==> src/logic/fds_pkg.sv <==
// Package: register map, field positions and reset values for fault/select
package fds_pkg;

  // ==========================================================
  // Register byte offsets
  localparam logic [7:0] ADDR_STATUS = 8'h00;
  localparam logic [7:0] ADDR_MASK = 8'h04;
  localparam logic [7:0] ADDR_SELECT = 8'h08;

  // ==========================================================
  // Fields
  localparam int BIT_ERASE = 0;
  localparam int BIT_WRITE = 1;
  localparam int BIT_DEV0 = 0;
  localparam int BIT_DEV1 = 1;
  localparam int BIT_DEV2 = 2;
  localparam int FAULT_W = 2;
  localparam int SEL_W = 3;

  localparam logic [FAULT_W-1:0] FAULT_RST = 2'h0;
  localparam logic [FAULT_W-1:0] MASK_RST = 2'h0;
  localparam logic [SEL_W-1:0] SEL_FIRST = 3'h1;
  localparam logic [SEL_W-1:0] SEL_SECOND = 3'h2;
  localparam logic [SEL_W-1:0] SEL_THIRD = 3'h4;
  localparam logic [SEL_W-1:0] SEL_RAW_RST = 3'h0;

  // ==========================================================
  // AHB-Lite encodings
  localparam logic [1:0] HTRANS_NONSEQ = 2'h2;
  localparam logic [1:0] HTRANS_SEQ = 2'h3;
  localparam logic [2:0] HSIZE_WORD = 3'h2;
  localparam logic [1:0] ADDR_LSB_ZERO = 2'h0;

endpackage : fds_pkg

==> src/logic/fds_decode.sv <==
// Decoder from the raw select register to a one-hot device select
`timescale 1ns/1ns
module fds_decode
(
  input wire logic [fds_pkg::SEL_W-1:0] raw,
  output logic [fds_pkg::SEL_W-1:0] onehot
);

  always_comb
  begin
    // Anything not exactly one of the upper bits falls back to device one
    if (raw[fds_pkg::BIT_DEV2] && !raw[fds_pkg::BIT_DEV1] &&
        !raw[fds_pkg::BIT_DEV0])
      onehot = fds_pkg::SEL_THIRD;
    else if (raw[fds_pkg::BIT_DEV1] && !raw[fds_pkg::BIT_DEV2] &&
             !raw[fds_pkg::BIT_DEV0])
      onehot = fds_pkg::SEL_SECOND;
    else
      onehot = fds_pkg::SEL_FIRST;
  end

endmodule : fds_decode

==> src/logic/fds_regs.sv <==
// Fault status, interrupt enable and target device select over AHB-Lite
//
// Register access over AHB-Lite and the address map were decided locally.
`timescale 1ns/1ns
module fds_regs
(
  input wire logic clk,
  input wire logic sys_rst,
  input wire logic hsel,
  input wire logic [31:0] haddr,
  input wire logic [1:0] htrans,
  input wire logic hwrite,
  input wire logic [2:0] hsize,
  input wire logic [31:0] hwdata,
  input wire logic hready,
  output logic [31:0] hrdata,
  output logic hreadyout,
  output logic hresp,
  input wire logic illegal_write_evt,
  input wire logic illegal_erase_evt,
  output logic write_cancel,
  output logic erase_cancel,
  output logic [fds_pkg::SEL_W-1:0] device_select,
  output logic irq
);

  // ==========================================================
  // Bus address phase capture
  logic wr_pend_r;
  logic wr_pend_nxt;
  logic [7:0] wr_addr_r;
  logic [7:0] wr_addr_nxt;
  logic [31:0] hrdata_r;
  logic [31:0] hrdata_nxt;
  logic hreadyout_r;
  logic hreadyout_nxt;
  logic hresp_r;
  logic hresp_nxt;
  logic access;

  // ==========================================================
  // Register state
  logic [fds_pkg::FAULT_W-1:0] status_r;
  logic [fds_pkg::FAULT_W-1:0] status_nxt;
  logic [fds_pkg::FAULT_W-1:0] mask_r;
  logic [fds_pkg::FAULT_W-1:0] mask_nxt;
  logic [fds_pkg::SEL_W-1:0] sel_raw_r;
  logic [fds_pkg::SEL_W-1:0] sel_raw_nxt;
  logic [fds_pkg::SEL_W-1:0] sel_r;
  logic [fds_pkg::SEL_W-1:0] sel_nxt;
  logic irq_r;
  logic irq_nxt;
  logic wcan_r;
  logic wcan_nxt;
  logic ecan_r;
  logic ecan_nxt;
  logic [fds_pkg::FAULT_W-1:0] wr_status;
  logic [fds_pkg::FAULT_W-1:0] set_vec;

  function automatic logic is_word_access(input logic [1:0] tr,
                                          input logic [2:0] sz,
                                          input logic [1:0] lsb);
    is_word_access = (tr == fds_pkg::HTRANS_NONSEQ ||
                      tr == fds_pkg::HTRANS_SEQ) &&
                     sz == fds_pkg::HSIZE_WORD &&
                     lsb == fds_pkg::ADDR_LSB_ZERO;
  endfunction : is_word_access

  function automatic logic write_to(input logic pend,
                                    input logic [7:0] addr,
                                    input logic [7:0] target);
    write_to = pend && addr == target;
  endfunction : write_to

  assign access = hsel && hready && is_word_access(htrans, hsize, haddr[1:0]);

  // ==========================================================
  // Select decode
  // Decoding the incoming value lets the output move with the register
  fds_decode u_decode
  (
    .raw(sel_raw_nxt),
    .onehot(sel_nxt)
  );

  // ==========================================================
  // Bus next state
  // Zero wait states; a read returns what the register holds in its
  // data phase, so a read right after a write sees the new value
  always_comb
  begin
    wr_pend_nxt = access && hwrite;
    wr_addr_nxt = access ? haddr[7:0] : wr_addr_r;
    hrdata_nxt = '0;
    if (access && !hwrite)
    begin
      case (haddr[7:0])
        fds_pkg::ADDR_STATUS: hrdata_nxt[fds_pkg::FAULT_W-1:0] = status_nxt;
        fds_pkg::ADDR_MASK: hrdata_nxt[fds_pkg::FAULT_W-1:0] = mask_nxt;
        // Select register is write-only; it reads as zero
        default: hrdata_nxt = '0;
      endcase
    end
    hreadyout_nxt = 1'b1;
    hresp_nxt = 1'b0;
  end

  always_ff @(posedge clk)
  begin
    if (sys_rst)
    begin
      wr_pend_r <= 1'b0;
      wr_addr_r <= 8'h00;
      hrdata_r <= 32'h0000_0000;
      hreadyout_r <= 1'b1;
      hresp_r <= 1'b0;
    end
    else
    begin
      wr_pend_r <= wr_pend_nxt;
      wr_addr_r <= wr_addr_nxt;
      hrdata_r <= hrdata_nxt;
      hreadyout_r <= hreadyout_nxt;
      hresp_r <= hresp_nxt;
    end
  end

  // ==========================================================
  // Fault status flags and cancel pulses
  always_comb
  begin
    set_vec = '0;
    set_vec[fds_pkg::BIT_WRITE] = illegal_write_evt;
    set_vec[fds_pkg::BIT_ERASE] = illegal_erase_evt;
    wr_status = '0;
    if (write_to(wr_pend_r, wr_addr_r, fds_pkg::ADDR_STATUS))
      wr_status = hwdata[fds_pkg::FAULT_W-1:0];
    // Set beats clear so a fault in the clearing cycle is kept
    status_nxt = (status_r & ~wr_status) | set_vec;
    wcan_nxt = illegal_write_evt;
    ecan_nxt = illegal_erase_evt;
  end

  always_ff @(posedge clk)
  begin
    if (sys_rst)
    begin
      status_r <= fds_pkg::FAULT_RST;
      wcan_r <= 1'b0;
      ecan_r <= 1'b0;
    end
    else
    begin
      status_r <= status_nxt;
      wcan_r <= wcan_nxt;
      ecan_r <= ecan_nxt;
    end
  end

  // ==========================================================
  // Interrupt enable
  always_comb
  begin
    mask_nxt = mask_r;
    if (write_to(wr_pend_r, wr_addr_r, fds_pkg::ADDR_MASK))
      mask_nxt = hwdata[fds_pkg::FAULT_W-1:0];
  end

  always_ff @(posedge clk)
  begin
    if (sys_rst)
      mask_r <= fds_pkg::MASK_RST;
    else
      mask_r <= mask_nxt;
  end

  // ==========================================================
  // Target device select
  // Only the low bits are kept; the upper bits have no meaning
  always_comb
  begin
    sel_raw_nxt = sel_raw_r;
    if (write_to(wr_pend_r, wr_addr_r, fds_pkg::ADDR_SELECT))
      sel_raw_nxt = hwdata[fds_pkg::SEL_W-1:0];
  end

  always_ff @(posedge clk)
  begin
    if (sys_rst)
    begin
      sel_raw_r <= fds_pkg::SEL_RAW_RST;
      sel_r <= fds_pkg::SEL_FIRST;
    end
    else
    begin
      sel_raw_r <= sel_raw_nxt;
      sel_r <= sel_nxt;
    end
  end

  // ==========================================================
  // Interrupt
  // Built from next values so it moves on the same edge as the flags
  always_comb
  begin
    irq_nxt = 1'b0;
    if (status_nxt[fds_pkg::BIT_WRITE] && mask_nxt[fds_pkg::BIT_WRITE])
      irq_nxt = 1'b1;
    if (status_nxt[fds_pkg::BIT_ERASE] && mask_nxt[fds_pkg::BIT_ERASE])
      irq_nxt = 1'b1;
  end

  always_ff @(posedge clk)
  begin
    if (sys_rst)
      irq_r <= 1'b0;
    else
      irq_r <= irq_nxt;
  end

  // ==========================================================
  // Outputs
  assign hrdata = hrdata_r;
  assign hreadyout = hreadyout_r;
  assign hresp = hresp_r;
  assign device_select = sel_r;
  assign irq = irq_r;
  assign write_cancel = wcan_r;
  assign erase_cancel = ecan_r;

endmodule : fds_regs

==> config.mk <==
export PLATFORM = sky130hd
export DESIGN_NAME = fds_regs
export DESIGN_NICKNAME = d
export VERILOG_FILES = /design/src/logic/fds_pkg.sv /design/src/logic/fds_decode.sv /design/src/logic/fds_regs.sv
export SDC_FILE = /design/constraint.sdc
export NUM_CORES = 1
export LEC_CHECK = 0
export BUFFER_PORTS_ARGS = -buffer_cell sky130_fd_sc_hd__buf_2
export CORE_MARGIN = 10
export CORE_UTILIZATION = 39
export CTS_BUF_LIST = sky130_fd_sc_hd__clkbuf_8 sky130_fd_sc_hd__clkbuf_16
export DETAILED_ROUTE_END_ITERATION = 12
export PLACE_DENSITY = 0.92
export SLEW_MARGIN = 10
export SYNTH_ARGS = -nofsm -noshare
export SYNTH_HDL_FRONTEND = slang
export SYNTH_SLANG_ARGS = --single-unit
==> constraint.sdc <==
create_clock -name clk -period 2.6 [get_ports clk]
set_input_delay 0.26 -clock clk [delete_from_list [all_inputs] [get_ports clk]]
set_output_delay 0.26 -clock clk [all_outputs]
set_load 0.05 [all_outputs]
### Yosys cells after proc, flatten, opt, wreduce, memory -nomap -nowiden

Cells that the tools add are included.

| word-level totals | value |
|---|---|
| register bits after elaboration | 54 |
| bits of input ports | 76 |
| output and inout port bits | 40 |
| logic and storage cells | 55 |

| cells by class | value |
|---|---|
| equality and inequality tests | 6 |
| muxes and demuxes | 8 |
| bitwise logic cells | 4 |
| reduce and logical (&&, ||, !) cells | 25 |

Operators by type and width:

| cell | count |
|---|---|
| 8-bit by 3-bit == test with 1-bit output, second input constant | 2 |
| 8-bit zero test | 2 |
| 1-bit logical AND | 15 |
| 8-bit by 4-bit == test with 1-bit output, second input constant | 1 |
| 2-bit two-way mux | 3 |
| 3-bit two-way mux | 2 |
| 2-bit == test, second input constant | 2 |
| 1-bit zero test | 4 |
| 2-bit one-hot mux with 2 select lines | 1 |
| 2-bit OR reduction | 2 |
| 3-bit by 2-bit == test with 1-bit output, second input constant | 1 |
| 2-bit AND | 1 |
| 2-bit zero test | 1 |
| 1-bit two-way mux | 2 |
| 2-bit NOT | 1 |
| 2-bit bitwise OR | 1 |
| 1-bit logical OR | 1 |
| 1-bit NOT | 1 |

### Depth between registers and ports, before layout

Gate-level depths: netlist (run 1).

| logic depth | value |
|---|---|
| depth in word-level cells | 9 |
| depth in mapped cells | 5 |
| depth with buffers taken out | 4 |

### Modules after synthesis

Synthesis (run 1) repeated with hierarchy kept, for this count alone.

| unflattened totals | value |
|---|---|
| cell total of the unflattened synthesis | 133 |
| area total of the unflattened synthesis | 1,217.4 um^2 |

Modules (own cells, without submodules):

| module | times used | cells each | area each (um^2) | seq. area each (um^2) |
|---|---|---|---|---|
| fds_regs | 1 | 128 | 1,189.9 | 480.5 |
| fds_decode | 1 | 5 | 27.5 | 0.0 |

### Least setup slack after synthesis (run 1)

Ideal clock, no wire load.

| timing | value |
|---|---|
| kind | reg-to-reg |
| start | reg wr_addr_r[4] |
| end | reg sel_r, in the netlist device_select[0] |
| setup time | 127 ps |
| arrival time | 1,547 ps |
| required time | 2,473 ps |
| slack | 926 ps |
| cell stages (with the launch flop) | 5 |
| path buffers | 0 |
| clock period less this slack | 1,674 ps |
| path through | dfxtp_1 -> nor4b_4 -> nand4b_4 -> mux2_4 -> or3_1 |

| on the way | value |
|---|---|
| cells in the longest elaborated chain, start to end | 8 |
| elaborated cells on any way between the ends | 12 |
| classes of those cells | eq/ne: 1; mux: 3; reduce/logical: 8 |

RTL lines:

| what | line | RTL |
|---|---|---|
| start: declaration | fds_regs.sv:31 | `logic [7:0] wr_addr_r;` |
| start signal: assignment | fds_regs.sv:121 | `wr_addr_r <= wr_addr_nxt;` |
| 8-bit by 4-bit == test with 1-bit output (*) | fds_regs.sv:72 | `write_to = pend && addr == target;` |
| 1-bit logical AND (*) | fds_regs.sv:72 |  |
| 3-bit two-way mux (*) | fds_regs.sv:183 | `if (write_to(wr_pend_r, wr_addr_r, fds_pkg::ADDR_SELECT))` |
| 1-bit zero test | fds_decode.sv:15 | `else if (raw[fds_pkg::BIT_DEV1] && !raw[fds_pkg::BIT_DEV2] &&` |
| 1-bit logical AND (2 in series) | fds_decode.sv:15 |  |
| 2-bit two-way mux | fds_decode.sv:15 |  |
| 3-bit two-way mux (*) | fds_decode.sv:12 | `if (raw[fds_pkg::BIT_DEV2] && !raw[fds_pkg::BIT_DEV1] &&` |
| end signal: assignment | fds_regs.sv:192 | `sel_r <= fds_pkg::SEL_FIRST;` |
| end signal: assignment | fds_regs.sv:197 | `sel_r <= sel_nxt;` |
| end: declaration | fds_regs.sv:49 | `logic [fds_pkg::SEL_W-1:0] sel_r;` |

Every way passes the cells marked *; elsewhere a longest branch is shown, timed or not.
A chain may end at the register's enable or synchronous reset.

### Worst setup path after layout (run 1)

Ends and elaborated chain as after synthesis.

==> key figures, run 1 <==
Floorplan
  – Chip width: 76.5 um
  – Die Span Y: 76.5 um
  – Io pins: 116
  – Initial core utilization: 0.408
  – Area of the die: 5850 um^2
  – Site Rows: 20
  – Core Box Area: 3050 um^2

Worst setup path
  – WS Path Type: register to register
  – Cell family with most CP delay: simple AND/OR/NAND/NOR gates
  – Crit start category: register
  – Critical-path cell list: nor4b_4 -> nand4b_4 -> mux2_4 -> or3_1
  – Worst-path maximum fanout: 8
  – Crit path buf inv count: 0
  – Worst Path Required: 2.75 ns
  – Worst path slowest cell: nor4b_4
  – Critical path endpoint category: register
  – Arrival time worst endpoint: 1.93 ns
  – CP max stage delay: 0.39 ns

Yosys
  – Avg Inst Size Synth: 9.73 um^2
  – Post-Synth Simple-Gate Area: 0.240
  – Post-synthesis sequential element count: 24
  – Post-Syn Area: 1240 um^2
  – Compound-cell area share of the yosys netlist: 0.0392
  – Adder-cell area share of the yosys netlist: 0
  – Cells after Synth: 128
  – Netlist cell types: 30
  – Synth warnings: 0
  – Largest family of logic cells by synthesized area: simple AND/OR/NAND/NOR gates
  – Post-synthesis sequential area ratio: 0.386
  – Mux contribution to synthesized area: 0.101
  – Post-Synth XOR/XNOR Area: 0.0141

Hold path
  – Hold Crit Class: input pin to register

Placement
  – HPWL reported at the end of detailed placement: 2130 um
  – Placed insts: 197
  – Pre-CTS setup slack: 0.824 ns
  – IO buf count: 29
  – Gpl congestion: 0.791

Clock network
  – CTS H-tree depth: 1
  – Clk root buf: clkbuf_8
  – Cts bufs inserted: 3
  – Clk buf depth: 2
  – Worst-path clk slew: 0.07 ns
  – Clock Sinks: 24
  – Postcts setup bufs: 0
  – # hold bufs at CTS: 0
  – Clock latency on the worst-skew pair: 0.26 ns
  – CTS tree: done
  – Post_cts resized: 0

Timing
  – Final hold violations: 0
  – Pins Over Slew Limit: 0
  – Post-layout minimum cycle time: 1.78 ns
  – Clock skew: 0.00202 ns
  – Fin worst setup slack: 0.823 ns
  – Min Hold Slack: 0.250 ns
  – Fmax achieved: 563 MHz
  – RSZ-0062 raised after global routing: false
  – Final period utilization: 0.683
  – Post-route setup TNS: 0 ns
  – Setup-failing EPs final: 0

Global routing
  – First-pass GRT wire length: 4170 um
  – Largest net degree at the start of global routing: 23
  – Vias in the first global route: 951
  – Total global-route track usage: 0.0852
  – Total global routing overflow: 0
  – Antenna violations before repair: 0

Route
  – Met3 wire len: 150 um
  – Via density: 4.41
  – Vias: 882
  – Final wirelength: 2590 um
  – Met2 routed wirelength: 1330 um
  – DR iter-0 viols: 69
  – Met1 WL: 1040 um
  – Remaining antenna violation count after routing: 0
  – Pre-antenna DRT Iters: 4
  – Max Used Layer: met4
  – Wirelength per Cell: 13.0 um
  – # DRC: 0

Run
  – # Max-Cap Violations: 0

Finish
  – Area Overhead vs Synth: 8.24%
  – Commonest non-fill, non-tap cell in the layout: conb_1
  – Layout cell share with drive strength beyond 1: 0.237
  – Fin cells: 200
  – Commonest cells after routing, fill and taps aside: conb_1, buf_2, dfxtp_1
  – N_diodes: 0
  – Final #Nets: 234
  – Fillers: 292
  – Post-layout util: 0.441

Run status
  – Outcome: complete, no violations

Pwr
  – Peak supply drop: 0.166 mV
  – Leakage: 0.691 nW
  – Power per Cell Area: 544 nW/um^2
cell type report:
class,instances,area (um^2),area share
flip-flops and latches,24,480,0.357
clock buffers,3,41.3,0.0306
multi-input cells,97,611,0.453
repair buffers,30,153,0.113
inverters,2,7.51,0.00557
well taps,44,55.1,0.0409
per-layer routing:
| metal | vias to the layer above | global-route usage |
|---|---|---|
| li1 | 427 | - |
| met1 | 406 | 0.0831 |
| met2 | 44 | 0.145 |
| met3 | 5 | 0.0295 |
| met4 | 0 | 0.0651 |
| met5 | - | 0 |
worst reg2reg max path: stages (launching register included):
cell and delay [ns]:
dfxtp_1 0.34, nor4b_4 0.39, nand4b_4 0.23, mux2_4 0.36
or3_1 0.34
logic make-up (layout without fill, tap and decap cells):
family,after synthesis,in the layout
other cells,2,32
buf+inv,37,35
xor+xnor,2,2
flops,24,24
compound gates,6,6
simple gates,45,45
mux,12,12
registers in the layout, summed over array words and instances (netlist names):
name	flops
device_select	3
wr_pend_r	1
mask_r	2
status_r	2
write_cancel	1
hrdata	2
wr_addr_r	8
erase_cancel	1
irq	1
sel_raw_r	3
through the flow:
stage | cell area [um^2] | total power [mW]
detailed placement | 1310 | 0.528
global placement | 1310 | 0.526
global route | 1350 | 0.767
CTS | 1350 | 0.736
floorplan | 1360 | 0.541
finish | 1350 | 0.733
path summary, 6_finish.rpt:
check	from	endpoint	slack, ns	depth (start not counted)
setup reg to reg	wr_addr_r[4]$_SDFFE_PP0N_	device_select[0]$_SDFF_PP1_	0.82	4
setup / recovery	wr_addr_r[4]$_SDFFE_PP0N_	device_select[0]$_SDFF_PP1_	0.82	4
hold reg to reg	sel_raw_r[2]$_SDFF_PP0_	device_select[2]$_SDFF_PP0_	0.52	2
hold / removal	haddr[6]	wr_addr_r[6]$_SDFFE_PP0N_	0.25	3
cells in the mapped netlist (all sizes together):
| cell type | instances | area, um^2 |
|---|---|---|
| a2111oi | 2 | 17.5 |
| a211oi | 2 | 15.0 |
| a311o | 1 | 10.0 |
| and2 | 1 | 6.26 |
| and3b | 2 | 17.5 |
| and4b | 2 | 20.0 |
| buf | 33 | 251 |
| clkbuf | 2 | 7.51 |
| conb | 2 | 7.51 |
| dfxtp | 24 | 480 |
| inv | 2 | 7.51 |
| mux2 | 1 | 15.0 |
| mux2i | 11 | 110 |
| nand2 | 2 | 7.51 |
| nand3b | 2 | 15.0 |
| nand4 | 1 | 6.26 |
| nand4b | 3 | 41.3 |
| nor2 | 16 | 60.1 |
| nor2b | 5 | 31.3 |
| nor3 | 3 | 20.0 |
| nor3b | 1 | 7.51 |
| nor4 | 1 | 6.26 |
| nor4b | 1 | 23.8 |
| o22ai | 1 | 6.26 |
| or3 | 3 | 18.8 |
| or3b | 2 | 17.5 |
| xor2 | 2 | 17.5 |
report_power, final:
group | switching (mW) | internal [mW] | total (mW)
sequential | 0.00172 | 0.371 | 0.373
combinational | 0.130 | 0.0202 | 0.150
clock | 0.107 | 0.104 | 0.210
total | 0.238 | 0.495 | 0.733
Note: power is estimated with default switching activity, not from simulation.
==> inputs of run 2 (changes only) <==
--- a/config.mk
+++ b/config.mk
@@ -5,12 +5,13 @@
 export SDC_FILE = /design/constraint.sdc
 export NUM_CORES = 1
 export LEC_CHECK = 0
+export ABC_AREA = 1
 export BUFFER_PORTS_ARGS = -buffer_cell sky130_fd_sc_hd__buf_2
 export CORE_MARGIN = 10
-export CORE_UTILIZATION = 39
+export CORE_UTILIZATION = 37
 export CTS_BUF_LIST = sky130_fd_sc_hd__clkbuf_8 sky130_fd_sc_hd__clkbuf_16
 export DETAILED_ROUTE_END_ITERATION = 12
-export PLACE_DENSITY = 0.92
+export PLACE_DENSITY = 0.87
 export SLEW_MARGIN = 10
 export SYNTH_ARGS = -nofsm -noshare
 export SYNTH_HDL_FRONTEND = slang
==> constraint.sdc (replaced) <==
create_clock -name clk -period 1.8 [get_ports clk]
set_input_delay 0.18 -clock clk [delete_from_list [all_inputs] [get_ports clk]]
set_output_delay 0.18 -clock clk [all_outputs]
set_load 0.05 [all_outputs]
==> key figures, run 2 <==
Run status
  – Outcome: complete, no violations

Worst setup path
  – WS Path Type: register to register
  – Arrival time worst endpoint: 1.40 ns
  – Worst path slowest cell: dfxtp_1
  – Worst-path maximum fanout: 6
  – CP max stage delay: 0.32 ns
  – Worst R2R Setup Slack: 0.57 ns
  – Critical-path cell list: nor2_1 -> nand2_2 -> nor2_8 -> nand3_1 -> nand2_1 -> nand2_1 -> nor2_2 -> nor2_1
  – Crit start category: register
  – Worst Path Required: 1.97 ns
  – Critical path endpoint category: register

Yosys
  – Post-Syn Area: 1300 um^2
  – Synth warnings: 0
  – Synth Flop Type: dfxtp_1
  – Cells after Synth: 169
  – Avg Inst Size Synth: 7.68 um^2
  – Ys async rst share: 0
  – Top cell type's share of synthesized area: 0.370
  – Most common library cells after synthesis: buf_4, dfxtp_1, nand2_1
  – Synth area leaders: dfxtp_1, buf_4, nand2_1, inv_1, nor2_1
  – Post-synthesis sequential element count: 24
  – Synth area leader: dfxtp_1
  – EDFF count, synth: 0
  – Netlist cell types: 25
  – Most common cell in the netlist: buf_4
  – Post-synthesis sequential area ratio: 0.370

Pwr
  – Power per Cell Area: 858 nW/um^2
  – Leakage: 0.735 nW
  – Total Power: 1.23 mW
  – Peak supply drop: 0.510 mV

Placement
  – Gpl congestion: 0.798
  – Area post-placement: 1360 um^2
  – HPWL reported at the end of detailed placement: 2250 um
  – Placed insts: 240
  – Pre-CTS setup slack: 0.572 ns
  – IO buf count: 29

Finish
  – Post-layout util: 0.425
  – Layout cell share with drive strength beyond 1: 0.278
  – Area Overhead vs Synth: 10.2%
  – Commonest cells after routing, fill and taps aside: conb_1, buf_2, nand2_1, dfxtp_1, inv_1
  – Commonest non-fill, non-tap cell in the layout: conb_1
  – Fillers: 369
  – Biggest register: wr_addr_r
  – Fin cells: 244
  – Finished layout cell area: 1430 um^2
  – N_diodes: 0
  – Max FFs per register: 8
  – Final #Nets: 275

Timing
  – RSZ-0062 raised after global routing: false
  – Final period utilization: 0.684
  – Setup-failing EPs final: 0
  – Post-route setup TNS: 0 ns
  – Post-layout minimum cycle time: 1.23 ns
  – Final hold violations: 0
  – Clock skew: 0.00554 ns
  – Min Hold Slack: 0.138 ns
  – Fin worst setup slack: 0.570 ns
  – Fmax achieved: 813 MHz
  – Pins Over Slew Limit: 0

Route
  – Final wirelength: 2720 um
  – Wirelength per Cell: 11.1 um
  – Vias: 1000
  – DR iter-0 viols: 48
  – # DRC: 0
  – Remaining antenna violation count after routing: 0
  – Pre-antenna DRT Iters: 4
  – Via density: 4.10

Floorplan
  – Area of the die: 6280 um^2
  – Chip width: 79.2 um
  – Site Rows: 21
  – Die Span Y: 79.2 um
  – Io pins: 116
  – Core Box Area: 3360 um^2
  – Initial core utilization: 0.386

Run
  – # Max-Cap Violations: 0

Clock network
  – # hold bufs at CTS: 0
  – CTS H-tree depth: 1
  – Cts bufs inserted: 3
  – CTS tree: done
  – Postcts setup bufs: 0
  – Clk root buf: clkbuf_8
  – Post_cts resized: 0
  – Worst-path clk slew: 0.09 ns
  – Clock Sinks: 24
  – Clk buf depth: 2
  – Clock latency on the worst-skew pair: 0.27 ns

Global routing
  – First-pass GRT wire length: 4460 um
  – Vias in the first global route: 1092
  – Total global-route track usage: 0.0860
  – Largest net degree at the start of global routing: 15
  – Antenna violations before repair: 0
  – Total global routing overflow: 0

Hold path
  – Hold Crit Class: input pin to register
## run 2: cell types whose count changed in the layout (fill, tap and decap cells not counted), moves of 4 or more
cell     previous run  this run
nand3_1             0        10
o21ai_0             0         4
inv_1               2        23
nor2b_1             5         0
nand2_1             2        24
nor2_2              0         5
nand2_2             0         5
mux2i_1            11         0
a21oi_1             0         5
## run 2: final cells by class
class,count,area (um^2),share of cell area
multi-input cells,117,582,0.407
flip-flops and latches,24,480,0.336
repair buffers,30,153,0.107
inverters,23,86.3,0.0604
well taps,46,57.6,0.0402
clock buffers,3,41.3,0.0289
clock inverters,1,30.0,0.0210
## run 2: worst paths after layout
path | start | to | cells past startpoint
setup / recovery | wr_addr_r[5]$_SDFFE_PP0N_ | device_select[0]$_SDFF_PP1_ | 8
hold / removal | illegal_write_evt | write_cancel$_SDFF_PP0_ | 3
setup reg to reg | wr_addr_r[5]$_SDFFE_PP0N_ | device_select[0]$_SDFF_PP1_ | 8
hold reg to reg | status_r[0]$_SDFF_PP0_ | status_r[0]$_SDFF_PP0_ | 2
## run 2: worst max-delay path, delay by kind of cell, from the launching register on
kind          cells  cell delay, ns
simple gates      8            0.80
flops             1            0.32
## run 2: metal layers
layer / global-route usage / vias to the layer above / routed length, um
li1: - / 506 / -
met1: 0.0822 / 440 / 1090
met2: 0.150 / 49 / 1340
met3: 0.0507 / 5 / 244
met4: 0.0305 / 0 / 38
met5: 0 / - / 0
## run 2: logic make-up after synthesis
| kind of cell | after synthesis | share of synthesized area |
|---|---|---|
| flops | 24 | 0.370 |
| buf+inv | 58 | 0.268 |
| other cells | 2 | 0.00579 |
| simple gates | 71 | 0.293 |
| compound gates | 14 | 0.0627 |
## run 2: where the power goes
| group | leakage [nW] | switching [mW] | total, mW | internal, mW |
|---|---|---|---|---|
| Combinational | 0.505 | 0.191 | 0.218 | 0.0273 |
| Clock | 0.0357 | 0.174 | 0.471 | 0.297 |
| Sequential | 0.195 | 0.00159 | 0.538 | 0.536 |
| Total | 0.735 | 0.366 | 1.23 | 0.861 |
